<file path="src/core/spi_cfg_pkg.sv">
// package: register map, field layout and shared types of the serial configuration slice
package spi_cfg_pkg;
    localparam logic [7:0] CTRL2_OFFSET = 8'h01;
    localparam logic [7:0] BAUD_OFFSET = 8'h02;
    localparam logic [7:0] CTRL1_OFFSET = 8'h00;
    localparam logic [7:0] STATUS_OFFSET = 8'h03;
    localparam logic [7:0] DATA_HIGH_OFFSET = 8'h04;
    localparam logic [7:0] DATA_LOW_OFFSET = 8'h05;
    localparam logic [7:0] CTRL2_MASK = 8'h5B;
    localparam logic [7:0] BAUD_MASK = 8'h77;
    localparam logic [7:0] CTRL1_MASK = 8'h01;
    localparam logic [7:0] CTRL2_RESET = 8'h00;
    localparam logic [7:0] BAUD_RESET = 8'h00;
    localparam logic [7:0] CTRL1_RESET = 8'h00;
    localparam int WIDTH_POS = 6;
    localparam int MODE_FAULT_FLAG_EN_POS = 4;
    localparam int BIDIR_OE_POS = 3;
    localparam int WAIT_STOP_POS = 1;
    localparam int BIDIR_PIN_POS = 0;
    localparam int PRESCALE_LSB = 4;
    localparam int RATE_LSB = 0;
    localparam int MASTER_POS = 0;
    localparam int BYTE_BITS = 8;
    localparam int WORD_BITS = 16;
    localparam int DIV_BITS = 12;
    localparam logic [4:0] BITS_NARROW = 5'h08;
    localparam logic [4:0] BITS_WIDE = 5'h10;

    typedef struct packed {
        logic transfer_width_select;
        logic mode_fault_enable;
        logic bidir_output_enable;
        logic wait_mode_clock_stop;
        logic bidir_pin_control;
        logic [2:0] baud_prescale_field;
        logic [2:0] baud_rate_field;
        logic master_select;
    } cfg_t;

    typedef struct packed {
        logic mosi_oe;
        logic miso_oe;
        logic mosi_is_input;
        logic miso_is_input;
        logic ss_is_input;
        logic ss_used;
    } pin_dir_t;

    typedef enum logic [1:0] {
        ST_IDLE = 2'b00,
        ST_RUN = 2'b01,
        ST_HOLD = 2'b10
    } xfer_state_t;
endpackage

</file>
<file path="src/core/spi_baud_gen.sv">
// baud divider: half-period counter that toggles the serial clock
module spi_baud_gen (
    input wire logic CLK_IN,
    input wire logic SRST_IN,
    input wire logic run_in,
    input wire logic [2:0] prescale_in,
    input wire logic [2:0] rate_in,
    output logic [spi_cfg_pkg::DIV_BITS-1:0] divisor_out,
    output logic sck_out,
    output logic edge_out
);
    logic [spi_cfg_pkg::DIV_BITS-1:0] count;
    logic [spi_cfg_pkg::DIV_BITS-1:0] half;

    function automatic logic [spi_cfg_pkg::DIV_BITS-1:0] calc_div(input logic [2:0] p,
                                                                  input logic [2:0] r);
        logic [spi_cfg_pkg::DIV_BITS-1:0] base;
        base = {{(spi_cfg_pkg::DIV_BITS-3){1'b0}}, p} + 12'h001;
        calc_div = base << ({1'b0, r} + 4'h1);
    endfunction

    assign divisor_out = calc_div(prescale_in, rate_in);
    assign half = {1'b0, divisor_out[spi_cfg_pkg::DIV_BITS-1:1]};
    assign edge_out = run_in && (count == half - 12'h001);

    // half-divisor toggling gives a bit period equal to the whole divisor
    always_ff @(posedge CLK_IN) begin
        if (SRST_IN || !run_in) begin
            count <= 12'h000;
            sck_out <= 1'b0;
        end else if (edge_out) begin
            count <= 12'h000;
            sck_out <= ~sck_out;
        end else begin
            count <= count + 12'h001;
        end
    end

    AST_DIV_FORMULA: assert property (@(posedge CLK_IN) disable iff (SRST_IN)
        divisor_out == ((12'(prescale_in) + 12'h001) << ({1'b0, rate_in} + 4'h1)))
        else $error("baud divisor does not follow the formula");
    AST_HALF_TOGGLE: assert property (@(posedge CLK_IN) disable iff (SRST_IN)
        edge_out && run_in |=> sck_out != $past(sck_out))
        else $error("serial clock did not toggle at half period");
endmodule

</file>
<file path="src/core/spi_width_pin_baud_config.sv">
// configuration slice: width, slave-select, bidirectional pins, wait stop and baud clock
// Overview of operation
// - width bit picks 8 or 16 bits
// - master width change aborts to idle
// - mode fault enable governs master select pin
// - slave select pin always input in slave
// - bidir output enable drives active pin buffer
// - master bidir output enable change aborts when pin control is 1
// - wait stop bit halts serial clock
// - pin control 0 means normal pins
// - pin control 1 uses single pin
// - divisor is (prescale+1) times 2^(rate+1)
// - bit rate is bus clock over divisor
// - master baud field change aborts
// - registers always accessible, reserved bits fixed
// - master bit selects mode; switch idles
//
// The APB register port was chosen for this implementation.
module spi_width_pin_baud_config (
    input wire logic CLK_IN,
    input wire logic SRST_IN,
    input wire logic PSEL_IN,
    input wire logic PENABLE_IN,
    input wire logic PWRITE_IN,
    input wire logic [7:0] PADDR_IN,
    input wire logic [31:0] PWDATA_IN,
    output logic [31:0] PRDATA_OUT,
    output logic PREADY_OUT,
    output logic PSLVERR_OUT,
    input wire logic WAIT_MODE_IN,
    input wire logic START_IN,
    input wire logic SS_IN,
    output logic SS_USED_OUT,
    output logic MOSI_OE_OUT,
    output logic MISO_OE_OUT,
    output logic MOSI_IS_INPUT_OUT,
    output logic MISO_IS_INPUT_OUT,
    output logic SCK_OUT,
    output logic SCK_OE_OUT,
    output logic BUSY_OUT,
    output logic FORCE_IDLE_OUT,
    output logic MODE_FAULT_OUT,
    output logic [4:0] XFER_BITS_OUT,
    output logic [11:0] DIVISOR_OUT
);
    logic [7:0] ctrl1;
    logic [7:0] ctrl2;
    logic [7:0] baud;
    spi_cfg_pkg::cfg_t cfg;
    spi_cfg_pkg::pin_dir_t pins;
    spi_cfg_pkg::xfer_state_t state;
    spi_cfg_pkg::xfer_state_t next_state;
    logic [7:0] wr_byte;
    logic access;
    logic wr_ctrl1;
    logic wr_ctrl2;
    logic wr_baud;
    logic mapped;
    logic abort;
    logic ss_meta;
    logic ss_sync;
    logic run;
    logic sck_edge;
    logic sck_int;
    logic [5:0] edge_count;
    logic [5:0] edge_target;
    logic [11:0] divisor;

    // package offsets are word indices; each register owns one aligned 32-bit word
    function automatic logic reg_hit(input logic [7:0] a, input logic [7:0] idx);
        reg_hit = (a == {idx[5:0], 2'b00});
    endfunction

    function automatic logic is_mapped(input logic [7:0] a);
        is_mapped = reg_hit(a, spi_cfg_pkg::CTRL1_OFFSET) ||
                    reg_hit(a, spi_cfg_pkg::CTRL2_OFFSET) ||
                    reg_hit(a, spi_cfg_pkg::BAUD_OFFSET) ||
                    reg_hit(a, spi_cfg_pkg::STATUS_OFFSET);
    endfunction

    assign access = PSEL_IN && PENABLE_IN;
    assign wr_byte = PWDATA_IN[7:0];
    assign mapped = is_mapped(PADDR_IN);
    assign wr_ctrl1 = access && PWRITE_IN && reg_hit(PADDR_IN, spi_cfg_pkg::CTRL1_OFFSET);
    assign wr_ctrl2 = access && PWRITE_IN && reg_hit(PADDR_IN, spi_cfg_pkg::CTRL2_OFFSET);
    assign wr_baud = access && PWRITE_IN && reg_hit(PADDR_IN, spi_cfg_pkg::BAUD_OFFSET);
    assign PREADY_OUT = 1'b1;
    assign PSLVERR_OUT = access && !mapped;

    always_ff @(posedge CLK_IN) begin
        if (SRST_IN) begin
            ctrl1 <= spi_cfg_pkg::CTRL1_RESET;
        end else if (wr_ctrl1) begin
            ctrl1 <= wr_byte & spi_cfg_pkg::CTRL1_MASK;
        end
    end

    always_ff @(posedge CLK_IN) begin
        if (SRST_IN) begin
            ctrl2 <= spi_cfg_pkg::CTRL2_RESET;
        end else if (wr_ctrl2) begin
            ctrl2 <= wr_byte & spi_cfg_pkg::CTRL2_MASK;
        end
    end

    always_ff @(posedge CLK_IN) begin
        if (SRST_IN) begin
            baud <= spi_cfg_pkg::BAUD_RESET;
        end else if (wr_baud) begin
            baud <= wr_byte & spi_cfg_pkg::BAUD_MASK;
        end
    end

    always_ff @(posedge CLK_IN) begin
        if (SRST_IN) begin
            PRDATA_OUT <= 32'h0000_0000;
        end else if (PSEL_IN && !PENABLE_IN && !PWRITE_IN) begin
            case (PADDR_IN)
                {spi_cfg_pkg::CTRL1_OFFSET[5:0], 2'b00}: PRDATA_OUT <= {24'h000000, ctrl1};
                {spi_cfg_pkg::CTRL2_OFFSET[5:0], 2'b00}: PRDATA_OUT <= {24'h000000, ctrl2};
                {spi_cfg_pkg::BAUD_OFFSET[5:0], 2'b00}: PRDATA_OUT <= {24'h000000, baud};
                {spi_cfg_pkg::STATUS_OFFSET[5:0], 2'b00}: begin
                    PRDATA_OUT <= {24'h000000, 6'h00, MODE_FAULT_OUT, BUSY_OUT};
                end
                default: PRDATA_OUT <= 32'h0000_0000;
            endcase
        end
    end

    always_comb begin
        cfg.transfer_width_select = ctrl2[spi_cfg_pkg::WIDTH_POS];
        cfg.mode_fault_enable = ctrl2[spi_cfg_pkg::MODE_FAULT_FLAG_EN_POS];
        cfg.bidir_output_enable = ctrl2[spi_cfg_pkg::BIDIR_OE_POS];
        cfg.wait_mode_clock_stop = ctrl2[spi_cfg_pkg::WAIT_STOP_POS];
        cfg.bidir_pin_control = ctrl2[spi_cfg_pkg::BIDIR_PIN_POS];
        cfg.baud_prescale_field = baud[spi_cfg_pkg::PRESCALE_LSB +: 3];
        cfg.baud_rate_field = baud[spi_cfg_pkg::RATE_LSB +: 3];
        cfg.master_select = ctrl1[spi_cfg_pkg::MASTER_POS];
    end

    // only writes that really change a field abort; rewriting the same value is harmless
    always_comb begin
        abort = 1'b0;
        if (wr_ctrl1 && (wr_byte[spi_cfg_pkg::MASTER_POS] != cfg.master_select)) begin
            abort = 1'b1;
        end
        if (cfg.master_select && wr_ctrl2) begin
            if (wr_byte[spi_cfg_pkg::WIDTH_POS] != cfg.transfer_width_select) begin
                abort = 1'b1;
            end
            if (wr_byte[spi_cfg_pkg::MODE_FAULT_FLAG_EN_POS] != cfg.mode_fault_enable) begin
                abort = 1'b1;
            end
            if (wr_byte[spi_cfg_pkg::BIDIR_PIN_POS] != cfg.bidir_pin_control) begin
                abort = 1'b1;
            end
            if (cfg.bidir_pin_control &&
                (wr_byte[spi_cfg_pkg::BIDIR_OE_POS] != cfg.bidir_output_enable)) begin
                abort = 1'b1;
            end
        end
        if (cfg.master_select && wr_baud && ((wr_byte & spi_cfg_pkg::BAUD_MASK) != baud)) begin
            abort = 1'b1;
        end
    end

    always_comb begin
        pins.ss_used = !cfg.master_select || cfg.mode_fault_enable;
        pins.ss_is_input = !cfg.master_select || cfg.mode_fault_enable;
        if (!cfg.bidir_pin_control) begin
            pins.mosi_oe = cfg.master_select;
            pins.miso_oe = !cfg.master_select;
            pins.mosi_is_input = !cfg.master_select;
            pins.miso_is_input = cfg.master_select;
        end else begin
            pins.mosi_oe = cfg.master_select && cfg.bidir_output_enable;
            pins.miso_oe = !cfg.master_select && cfg.bidir_output_enable;
            pins.mosi_is_input = cfg.master_select;
            pins.miso_is_input = !cfg.master_select;
        end
    end

    assign SS_USED_OUT = pins.ss_used;
    assign MOSI_OE_OUT = pins.mosi_oe;
    assign MISO_OE_OUT = pins.miso_oe;
    assign MOSI_IS_INPUT_OUT = pins.mosi_is_input;
    assign MISO_IS_INPUT_OUT = pins.miso_is_input;
    assign XFER_BITS_OUT = cfg.transfer_width_select ? spi_cfg_pkg::BITS_WIDE :
                                                       spi_cfg_pkg::BITS_NARROW;

    always_ff @(posedge CLK_IN) begin
        ss_meta <= SS_IN;
    end

    always_ff @(posedge CLK_IN) begin
        ss_sync <= ss_meta;
    end

    // mode fault: a master that watches its select pin sees it pulled low
    always_ff @(posedge CLK_IN) begin
        if (SRST_IN || !cfg.master_select) begin
            MODE_FAULT_OUT <= 1'b0;
        end else if (cfg.mode_fault_enable && !ss_sync) begin
            MODE_FAULT_OUT <= 1'b1;
        end
    end

    always_comb begin
        next_state = state;
        case (state)
            spi_cfg_pkg::ST_IDLE: begin
                if (START_IN && cfg.master_select && !MODE_FAULT_OUT) begin
                    next_state = spi_cfg_pkg::ST_RUN;
                end
            end
            spi_cfg_pkg::ST_RUN: begin
                if (WAIT_MODE_IN && cfg.wait_mode_clock_stop) begin
                    next_state = spi_cfg_pkg::ST_HOLD;
                end else if (sck_edge && edge_count == edge_target) begin
                    next_state = spi_cfg_pkg::ST_IDLE;
                end
            end
            spi_cfg_pkg::ST_HOLD: begin
                if (!WAIT_MODE_IN) begin
                    next_state = spi_cfg_pkg::ST_RUN;
                end
            end
            default: next_state = spi_cfg_pkg::ST_IDLE;
        endcase
        if (abort || MODE_FAULT_OUT) begin
            next_state = spi_cfg_pkg::ST_IDLE;
        end
    end

    always_ff @(posedge CLK_IN) begin
        if (SRST_IN) begin
            state <= spi_cfg_pkg::ST_IDLE;
        end else begin
            state <= next_state;
        end
    end

    // a hold keeps the edge count so the frame resumes where it stopped
    always_ff @(posedge CLK_IN) begin
        if (SRST_IN || state == spi_cfg_pkg::ST_IDLE) begin
            edge_count <= 6'h01;
        end else if (sck_edge) begin
            edge_count <= edge_count + 6'h01;
        end
    end

    always_ff @(posedge CLK_IN) begin
        if (SRST_IN) begin
            FORCE_IDLE_OUT <= 1'b0;
        end else begin
            FORCE_IDLE_OUT <= abort;
        end
    end

    assign edge_target = {XFER_BITS_OUT, 1'b0};
    assign run = (state == spi_cfg_pkg::ST_RUN);
    assign BUSY_OUT = (state != spi_cfg_pkg::ST_IDLE);
    assign SCK_OUT = sck_int;
    assign SCK_OE_OUT = cfg.master_select;
    assign DIVISOR_OUT = divisor;

    spi_baud_gen baud_gen (
        .CLK_IN(CLK_IN),
        .SRST_IN(SRST_IN),
        .run_in(run),
        .prescale_in(cfg.baud_prescale_field),
        .rate_in(cfg.baud_rate_field),
        .divisor_out(divisor),
        .sck_out(sck_int),
        .edge_out(sck_edge)
    );

    AST_WIDTH_BITS: assert property (@(posedge CLK_IN) disable iff (SRST_IN)
        XFER_BITS_OUT == (ctrl2[spi_cfg_pkg::WIDTH_POS] ? 5'h10 : 5'h08))
        else $error("transfer bit count does not match width bit");
    AST_WIDTH_ABORT: assert property (@(posedge CLK_IN) disable iff (SRST_IN)
        cfg.master_select && wr_ctrl2 && wr_byte[6] != ctrl2[6] |=> !BUSY_OUT)
        else $error("width change did not force idle");
    AST_SS_UNUSED: assert property (@(posedge CLK_IN) disable iff (SRST_IN)
        cfg.master_select && !cfg.mode_fault_enable
        |-> !SS_USED_OUT ##1 (!MODE_FAULT_OUT || $past(MODE_FAULT_OUT)))
        else $error("select pin used with fault detection off");
    AST_SS_SLAVE_IN: assert property (@(posedge CLK_IN) disable iff (SRST_IN)
        !cfg.master_select |-> pins.ss_is_input)
        else $error("select pin not input in slave mode");
    AST_BIDIR_OE: assert property (@(posedge CLK_IN) disable iff (SRST_IN)
        ctrl2[0] |-> MOSI_OE_OUT == (ctrl1[0] && ctrl2[3])
        && MISO_OE_OUT == (!ctrl1[0] && ctrl2[3]))
        else $error("unused pin driven in single-wire mode");
    AST_OE_ABORT: assert property (@(posedge CLK_IN) disable iff (SRST_IN)
        cfg.master_select && cfg.bidir_pin_control && wr_ctrl2 && wr_byte[3] != ctrl2[3]
        |=> FORCE_IDLE_OUT && !BUSY_OUT)
        else $error("output enable change did not abort");
    AST_WAIT_STOP: assert property (@(posedge CLK_IN) disable iff (SRST_IN)
        run && WAIT_MODE_IN && cfg.wait_mode_clock_stop ##1 WAIT_MODE_IN |-> !run [*2])
        else $error("serial clock kept running in wait mode");
    AST_NORMAL_PINS: assert property (@(posedge CLK_IN) disable iff (SRST_IN)
        !cfg.bidir_pin_control |-> MOSI_OE_OUT == cfg.master_select
        && MISO_OE_OUT == !cfg.master_select)
        else $error("normal pin directions wrong");
    AST_BAUD_ABORT: assert property (@(posedge CLK_IN) disable iff (SRST_IN)
        cfg.master_select && wr_baud && (wr_byte & 8'h77) != baud |=> !BUSY_OUT)
        else $error("baud change did not abort");
    AST_RESERVED: assert property (@(posedge CLK_IN) disable iff (SRST_IN)
        (ctrl2 & ~8'h5B) == 8'h00 && (baud & ~8'h77) == 8'h00)
        else $error("reserved bit became set");
    AST_MODE_SWITCH: assert property (@(posedge CLK_IN) disable iff (SRST_IN)
        $changed(cfg.master_select) |-> !BUSY_OUT)
        else $error("mode switch did not idle");

    COV_FRAME: cover property (@(posedge CLK_IN) disable iff (SRST_IN)
        run ##1 !BUSY_OUT);
    COV_HOLD: cover property (@(posedge CLK_IN) disable iff (SRST_IN)
        state == spi_cfg_pkg::ST_HOLD ##1 run);
    COV_ABORT: cover property (@(posedge CLK_IN) disable iff (SRST_IN)
        run && abort);
    COV_FAULT: cover property (@(posedge CLK_IN) disable iff (SRST_IN)
        $rose(MODE_FAULT_OUT));
endmodule

</file>
<file path="config.mk">
export PLATFORM = sky130hd
export DESIGN_NAME = spi_width_pin_baud_config
export DESIGN_NICKNAME = d
export VERILOG_FILES = /design/src/core/spi_cfg_pkg.sv /design/src/core/spi_baud_gen.sv /design/src/core/spi_width_pin_baud_config.sv
export SDC_FILE = /design/constraint.sdc
export NUM_CORES = 1
export LEC_CHECK = 0
export BUFFER_PORTS_ARGS = -buffer_cell sky130_fd_sc_hd__buf_4
export CAP_MARGIN = 20
export CORE_UTILIZATION = 56
export DETAILED_ROUTE_END_ITERATION = 8
export HOLD_SLACK_MARGIN = 0.05
export PLACE_DENSITY = 0.87
export SYNTH_ARGS = -nofsm -noshare
export SYNTH_HDL_FRONTEND = slang
export SYNTH_SLANG_ARGS = --single-unit
</file>
<file path="constraint.sdc">
create_clock -name CLK_IN -period 11.2 [get_ports CLK_IN]
set_input_delay 0 -clock CLK_IN [delete_from_list [all_inputs] [get_ports CLK_IN]]
set_output_delay 0 -clock CLK_IN [all_outputs]
set_load 0.01 [all_outputs]
</file>
==> summary.txt, run 1 <==
CTS
  • Post_cts resized: 0
  • CTS clock-pin slew for the worst setup and hold paths: 90 ps
  • Worst skew pair latency: 300 ps
  • CTS H-tree depth: 2
  • Clock sink count: 44
  • CTS Root Cell: clkbuf_8
  • Clock buffer count from CTS: 5
  • Max clock buf depth: 2
  • Post-CTS setup buffers: 0
  • TritonCTS clock tree: done
  • # hold bufs at CTS: 9

Finish
  • Filler cells: 500
  • Proportion of layout cells with a drive suffix above 1: 15.9%
  • Final Util: 66.0%
  • Nets@finish: 549
  • Footprint of the multi-input gates: 2240 sq um
  • Register area: 881 sq um
  • Synthesis-to-finish area growth: 13.8%
  • Ant diodes: 0
  • Cell area after layout: 3910 sq um

Critical path
  • Crit-path leading delay family: compound AO/OA/AOI/OAI gates
  • Critical-path cell list: ha_1 -> inv_1 -> o21ai_0 -> o21ai_0 -> nand2b_1 -> ha_1 -> inv_1 -> a31oi_2 -> xnor3_1 -> nand3b_1 -> a211oi_1 -> o2111ai_2 -> or3_1 -> a21oi_1
  • Worst setup EP type: register
  • Buf+Inv Stages, Crit Path: 2
  • R2R Path Start: baud[0]$_SDFFE_PP0P_
  • WS Path Type: reg2reg
  • Reg2reg setup slack: 6350 ps
  • Largest fanout on the critical path: 24
  • CP startpoint: baud[0]$_SDFFE_PP0P_
  • Slowest stage delay, CP: 800 ps
  • Worst EP arrival: 5080 ps
  • RR Endpoint: edge_count[4]$_SDFFE_PP0P_
  • Worst reg-to-reg path cell count: 14
  • CP max stage cell: dfxtp_1
  • CP Launch Type: register
  • WP data required: 11,430 ps

Yosys
  • Synth area leaders: dfxtp_1, nor2_1, buf_4
  • #FFs+latches synth: 44
  • Fraction of the yosys area taken by sequential cells: 25.7%
  • EDFF count, synth: 0
  • Synthesized area: 3430 sq um
  • Cells after Synth: 445
  • Top-count cell post-synth: nor2_1
  • Top-area cell type share of the netlist area: 25.7%
  • Yosys Warn Count: 0
  • Synth area leader: dfxtp_1
  • Top_reg_cell synth: dfxtp_1
  • Commonest cells in the synthesized netlist: nor2_1, dfxtp_1, buf_4
  • Count of cell types in the netlist: 73
  • Post-synthesis async set-or-reset flop share: 0%
  • Post-synthesis average cell area: 7.72 sq um

Floorplanning
  • Die Y: 80.3 um
  • Starting Density: 58.0%
  • I/O Pins: 109
  • Core area: 5920 sq um
  • Chip Width: 80.3 um
  • Full die area: 6450 sq um
  • Row cnt: 28

Pwr
  • PD cells: 72.8 nW/um^2
  • Static Leak: 1.66 nW
  • Tot Pwr: 0.284 mW
  • Worst-case vdd ir drop: 0.0597 mV

Timing
  • Fmax: 0.206 GHz
  • Hold Fails Final Rpt: 0
  • Final Slew Violations: 0
  • Worst Tran Pin Value: 727 ps
  • RSZ-0062 raised after global routing: false
  • Final worst-path cycle share: 43.3%
  • Clk_skew: 8.14 ps
  • Fin crit period: 4850 ps
  • Rel. slew slack: 51.5%
  • Finish-stage setup viols: 0
  • Setup TNS: 0 ps

Placement
  • GPL Wtd Cong: 0.898
  • I/O Buffers: 54
  • Cell Area, Placed: 3720 sq um
  • DP HPWL: 5870 um

Global routing
  • Initial antenna violation count: 0
  • Largest net degree at the start of global routing: 26
  • Number of global-route vias before repair: 2,837
  • First-pass GRT wire length: 12,900 um
  • Global route overflow: 0
  • All-layer global routing usage: 25.6%

Detailed routing
  • Initial DRC Count: 262
  • Via count: 3,287
  • DR WL/cell: 13.8 um
  • 1st-pass router iterations: 5
  • Drc violations: 0
  • Via density per instance: 5.76
  • Number of routed nets with antenna violations: 0
  • Total Routed Length: 7900 um

Run status
  • Status: finished, final reports clean

Worst hold path
  • WHS Endpoint: PRDATA_OUT[0]$_SDFFE_PP0P_
  • Hold path start: PADDR_IN[2]
  • Hold Path Stages: 4
  • Hold Path Class: in2reg

Job
  • Max_cap viols: 0
==> layout make-up <==
cell class | count | share of cell area, %
sequential | 44 | 22.5
clock buffer | 7 | 2.21
timing repair buffer | 64 | 12.9
clock inverter | 1 | 0.192
multi-input combinational | 354 | 57.3
inverter | 26 | 2.50
tap | 75 | 2.40
==> layout by cell type (no fill, tap or decap), drive strengths merged, types with 4 or more instances in the layout <==
| cell type | count |
|---|---|
| nand4 | 10 |
| xnor2 | 24 |
| nand2 | 27 |
| dfxtp | 44 |
| o31ai | 4 |
| buf | 55 |
| nand3 | 21 |
| inv | 26 |
| a31oi | 4 |
| nand2b | 11 |
| a21oi | 24 |
| conb | 29 |
| nor3 | 10 |
| clkbuf | 7 |
| o21ai | 18 |
| xor2 | 8 |
| dlygate4sd3 | 9 |
| a211oi | 5 |
| nor4 | 4 |
| and3 | 10 |
| nor2 | 63 |
| ha | 6 |
| a22oi | 6 |
| or3 | 4 |
| nor2b | 5 |
| mux2i | 10 |
==> state kept, by name (all words and copies together), names as in the netlist <==
register and count:
MODE_FAULT_OUT 1, FORCE_IDLE_OUT 1, baud_gen.count 12, baud 6
ctrl2 5, state 2, ss_meta 1, baud_gen.sck_out 1
ss_sync 1, ctrl1 1, edge_count 6, PRDATA_OUT 7
==> worst register-to-register path: stages (launching register included) <==
cell	delay, ps
dfxtp_1	800
ha_1	520
inv_1	160
o21ai_0	80
o21ai_0	320
nand2b_1	220
ha_1	310
inv_1	140
a31oi_2	390
xnor3_1	270
nand3b_1	160
a211oi_1	400
o2111ai_2	410
or3_1	470
a21oi_1	140
==> where the power goes <==
group | total [mW] | leakage (nW) | switching (mW) | internal (mW)
sequential | 0.157 | 0.355 | 0.000133 | 0.157
combinational | 0.0219 | 1.27 | 0.0123 | 0.00965
clock | 0.106 | 0.0445 | 0.0556 | 0.0502
total | 0.284 | 1.66 | 0.0680 | 0.216
==> worst max path at each step <==
stage,to,slack [ps],cells after the start
global route,baud_gen.count[11]$_SDFF_PP0_,5840,14
CTS,baud_gen.count[11]$_SDFF_PP0_,6430,14
floorplan,edge_count[2]$_SDFFE_PP0P_,7600,17
detailed placement,baud_gen.count[11]$_SDFF_PP0_,6470,14
finish,edge_count[4]$_SDFFE_PP0P_,6350,14
global placement,edge_count[5]$_SDFFE_PP0P_,6640,14
==> routing by layer <==
layer	vias to the layer above	global-route usage [%]	wire length, um
met4	0	8.04	159
met1	1536	31.9	3390
li1	1603	-	-
met5	-	0	0
met2	125	44.6	3900
met3	23	4.32	454
==> kinds of logic after synthesis <==
group	count (synthesis)	share of synthesized area [%]
flip-flops	44	25.7
multiplexers	12	3.57
other	2	0.219
XOR/XNOR	35	10.3
AND/OR/NAND/NOR	179	26.1
AO/OA/AOI/OAI	93	19.8
adder cells (fa/ha/maj)	6	2.19
buffers and inverters	74	12.1
==> per-stage QoR <==
stage               setup WS [ps]  instances  hold WS [ps]
finish                       6350        571          86.6
global route                 5840        571           162
CTS                          6430        571          85.1
detailed placement           6470        554           106
global placement             6640        554           105
floorplan                    7600        472          27.7
Power figures use the tool's default switching activity.
==> inputs of run 2 (changes only) <==
- ABC_AREA: unset -> 1
- CORE_UTILIZATION: 56 -> 51
- PLACE_DENSITY: 0.87 -> 0.81
- clock period: 11.2 -> 4.8 ns (I/O delays scaled with it)
==> run 2 against run 1 <==
  * Highest routed layer unchanged
  * Global-route usage shrank 1.6 points
  * Critical path depth shrank 1
  * Critical path type unchanged
  * Combinational power grew 150%
  * Count of clock-buffer cells in the layout shrank 1
==> summary.txt, run 2 <==
CTS
  • Worst skew pair latency: 300 ps (about the same)
  • Clock sink count: 44 (unchanged)
  • CTS H-tree depth: 2 (unchanged)
  • TritonCTS clock tree: done
  • Max clock buf depth: 2 (unchanged)
  • Post-CTS setup buffers: 0 (unchanged)
  • CTS clock-pin slew for the worst setup and hold paths: 90 ps (about the same)
  • CTS Root Cell: clkbuf_8
  • Clock buffer count from CTS: 5 (unchanged)

Global routing
  • Number of global-route vias before repair: 2,965 (+4.5%)
  • Initial antenna violation count: 0 (unchanged)
  • First-pass GRT wire length: 12,400 um (-4.5%)
  • Largest net degree at the start of global routing: 22 (-15%)
  • Global route overflow: 0 (unchanged)
  • All-layer global routing usage: 24.0% (-1.6 points)

Pwr
  • Static Leak: 1.73 nW (+4.1%)
  • Worst-case vdd ir drop: 0.131 mV (+120%)
  • PD cells: 178 nW/um^2 (+140%)

Yosys
  • Post-synthesis average cell area: 6.56 sq um (-15%)
  • Fraction of the yosys area taken by sequential cells: 27.3% (+1.7 points)
  • EDFF count, synth: 0 (unchanged)
  • Top-count cell post-synth: nand2_1
  • Synth area leader: dfxtp_1
  • Post-synthesis async set-or-reset flop share: 0% (unchanged)
  • Cells after Synth: 491 (+10%)
  • Top-area cell type share of the netlist area: 27.3% (+1.7 points)
  • Yosys Warn Count: 0 (unchanged)
  • Count of cell types in the netlist: 42 (-42%)
  • #FFs+latches synth: 44 (unchanged)
  • Synth area leaders: dfxtp_1, nand2_1, inv_1
  • Top_reg_cell synth: dfxtp_1
  • Synthesized area: 3220 sq um (-6.2%)
  • Commonest cells in the synthesized netlist: nand2_1, inv_1, nor2_1

Timing
  • RSZ-0062 raised after global routing: false
  • Setup TNS: 0 ps (unchanged)
  • Final Slew Violations: 0 (unchanged)
  • Rel. slew slack: 46.9% (-4.5 points)
  • Finish-stage setup viols: 0 (unchanged)
  • Fin crit period: 3000 ps (-1850 ps)
  • PnR worst setup slack: 1800 ps (-4550 ps)
  • Worst Tran Pin Value: 790 ps (+63.0 ps)
  • Clk_skew: 7.51 ps (-0.632 ps)
  • Fmax: 0.334 GHz (+62%)
  • Final worst-path cycle share: 62.4% (+19 points)
  • Hold Fails Final Rpt: 0 (unchanged)

Critical path
  • Worst reg-to-reg path cell count: 13 (-1)
  • CP max stage cell: ha_1
  • Worst setup EP type: register
  • Largest fanout on the critical path: 12 (-50%)
  • Most frequent CP cell: nand3_1
  • Slowest stage delay, CP: 470 ps (-330 ps)
  • Critical-path cell list: ha_1 -> inv_1 -> nand3_1 -> nand3_1 -> ha_1 -> xor2_1 -> nand3_1 -> nor2_1 -> nand4_1 -> nor2_1 -> nand2_4 -> nand2_4 -> nor3b_1
  • WS Path Type: reg2reg
  • Worst EP arrival: 3190 ps (-1890 ps)
  • WP data required: 4990 ps (-6440 ps)
  • CP Launch Type: register

Floorplanning
  • Chip Width: 81.5 um (+1.5%)
  • Row cnt: 28 (unchanged)
  • Core area: 5990 sq um (+1.2%)
  • Full die area: 6640 sq um (+3.0%)
  • I/O Pins: 109 (unchanged)
  • Die Y: 81.5 um (+1.5%)
  • Starting Density: 53.8% (-4.2 points)

Detailed routing
  • Total Routed Length: 7570 um (-4.2%)
  • DR WL/cell: 12.0 um (-13%)
  • Drc violations: 0 (unchanged)
  • 1st-pass router iterations: 5 (unchanged)
  • Number of routed nets with antenna violations: 0 (unchanged)
  • Via count: 3,266 (-0.64%)
  • Via density per instance: 5.18 (-9.9%)
  • Initial DRC Count: 157 (-40%)

Placement
  • I/O Buffers: 54 (unchanged)
  • GPL Wtd Cong: 0.881 (-1.9%)
  • DP HPWL: 5870 um (about the same)
  • Place WS: 1850 ps (-4620 ps)

Run status
  • Status: finished, final reports clean

Finish
  • Largest Register: baud_gen.count
  • Most frequent cells in the layout: nand2_1, inv_1, buf_4
  • Proportion of layout cells with a drive suffix above 1: 17.1% (+1.2 points)
  • Synthesis-to-finish area growth: 17.0%
  • Top Registers: baud_gen.count x12, PRDATA_OUT x7
  • Most common cell after layout, fill and taps aside: nand2_1
  • Ant diodes: 0 (unchanged)
  • Largest register FFs: 12 (unchanged)
  • Filler cells: 556 (+11%)
  • Nets@finish: 608 (+11%)

Job
  • Max_cap viols: 0 (unchanged)

Worst hold path
  • Hold Path Class: in2reg
  • Hold Path Stages: 4 (unchanged)
## run 2: cell count changes after synthesis, sizes merged, moves of 6 or more
cell | before | now
nand2 | 27 | 108
inv | 26 | 68
nand3 | 21 | 46
xnor2 | 24 | 6
nand2b | 11 | 0
and3 | 10 | 1
mux2i | 10 | 1
nand4 | 10 | 19
xor2 | 8 | 15
a22oi | 6 | 0
buf | 39 | 33
o21ai | 18 | 12
## run 2: per-stage QoR
stage | hold slack, ps | power [mW] | utilization, % | cells | area [sq um]
2_1_floorplan | 27.7 | 0.417 | - | 518 | 3320
3_3_place_gp | 106 | 0.420 | 59.3 | 610 | 3550
3_5_place_dp | 108 | 0.421 | 59.3 | 610 | 3550
4_1_cts | 66.9 | 0.674 | 62.9 | 630 | 3770
5_1_grt | 83.3 | 0.696 | 62.9 | 630 | 3770
6_report | 81.4 | 0.670 | 62.9 | 630 | 3770
## run 2: area by class of cell
type                            count  area [sq um]  area share [%]
Tap cell                           75          93.8            2.49
Sequential cell                    44           881            23.4
Timing Repair Buffer               66           526            13.9
Multi-Input combinational cell    369          1920            50.8
Clock inverter                      2          15.0           0.398
Inverter                           68           255            6.77
Clock buffer                        6          82.6            2.19
## run 2: kinds of logic (layout without fill, tap and decap cells)
family / Yosys count / after routing / share of synthesized area, %
xor+xnor: 21 / 21 / 5.71
simple gates: 258 / 258 / 37.4
flops: 44 / 44 / 27.3
buf+inv: 105 / 142 / 16.3
other cells: 2 / 29 / 0.233
fa+ha+maj: 6 / 6 / 2.33
mux: 1 / 1 / 0.311
compound gates: 54 / 54 / 10.3
## run 2: power by group
| group | switching, mW | internal, mW | total (mW) |
|---|---|---|---|
| clock | 0.133 | 0.117 | 0.249 |
| combinational | 0.0317 | 0.0226 | 0.0544 |
| sequential | 0.000294 | 0.366 | 0.366 |
| total | 0.165 | 0.505 | 0.670 |
## run 2: worst max-delay path, delay by kind of cell, from the launching register on
family / cells / cell delay (ps)
DFF: 1 / 390
xor gates and xnor gates: 1 / 200
buffers and inverters: 1 / 130
adders and majority gates: 2 / 810
and+or+nand+nor: 9 / 1370
## run 2: worst paths after layout
path | to | slack (ps) | from
worst max register to register | baud_gen.count[2]$_SDFF_PP0_ | 1800 | baud[1]$_SDFFE_PP0P_
worst max-delay path | baud_gen.count[2]$_SDFF_PP0_ | 1800 | baud[1]$_SDFFE_PP0P_
worst min-delay path | PRDATA_OUT[4]$_SDFFE_PP0P_ | 80 | PWRITE_IN
worst min register to register | ss_sync$_DFF_P_ | 330 | ss_meta$_DFF_P_
## run 2: per-layer routing
metal  track usage [%]  part of all wire (%)  up-vias
met5                 0                     0        -
met4              9.29                   1.3        0
met3              3.33                   4.1        8
met2              44.7                    50       90
met1              27.3                    44     1500
li1                  -                     -     1668
## run 2: repair_timing
item	4_1_cts	5_1_grt
resized for setup	0	0
hold buffers	12	0
hold endpoints to repair	23	0
setup endpoints to repair	0	0
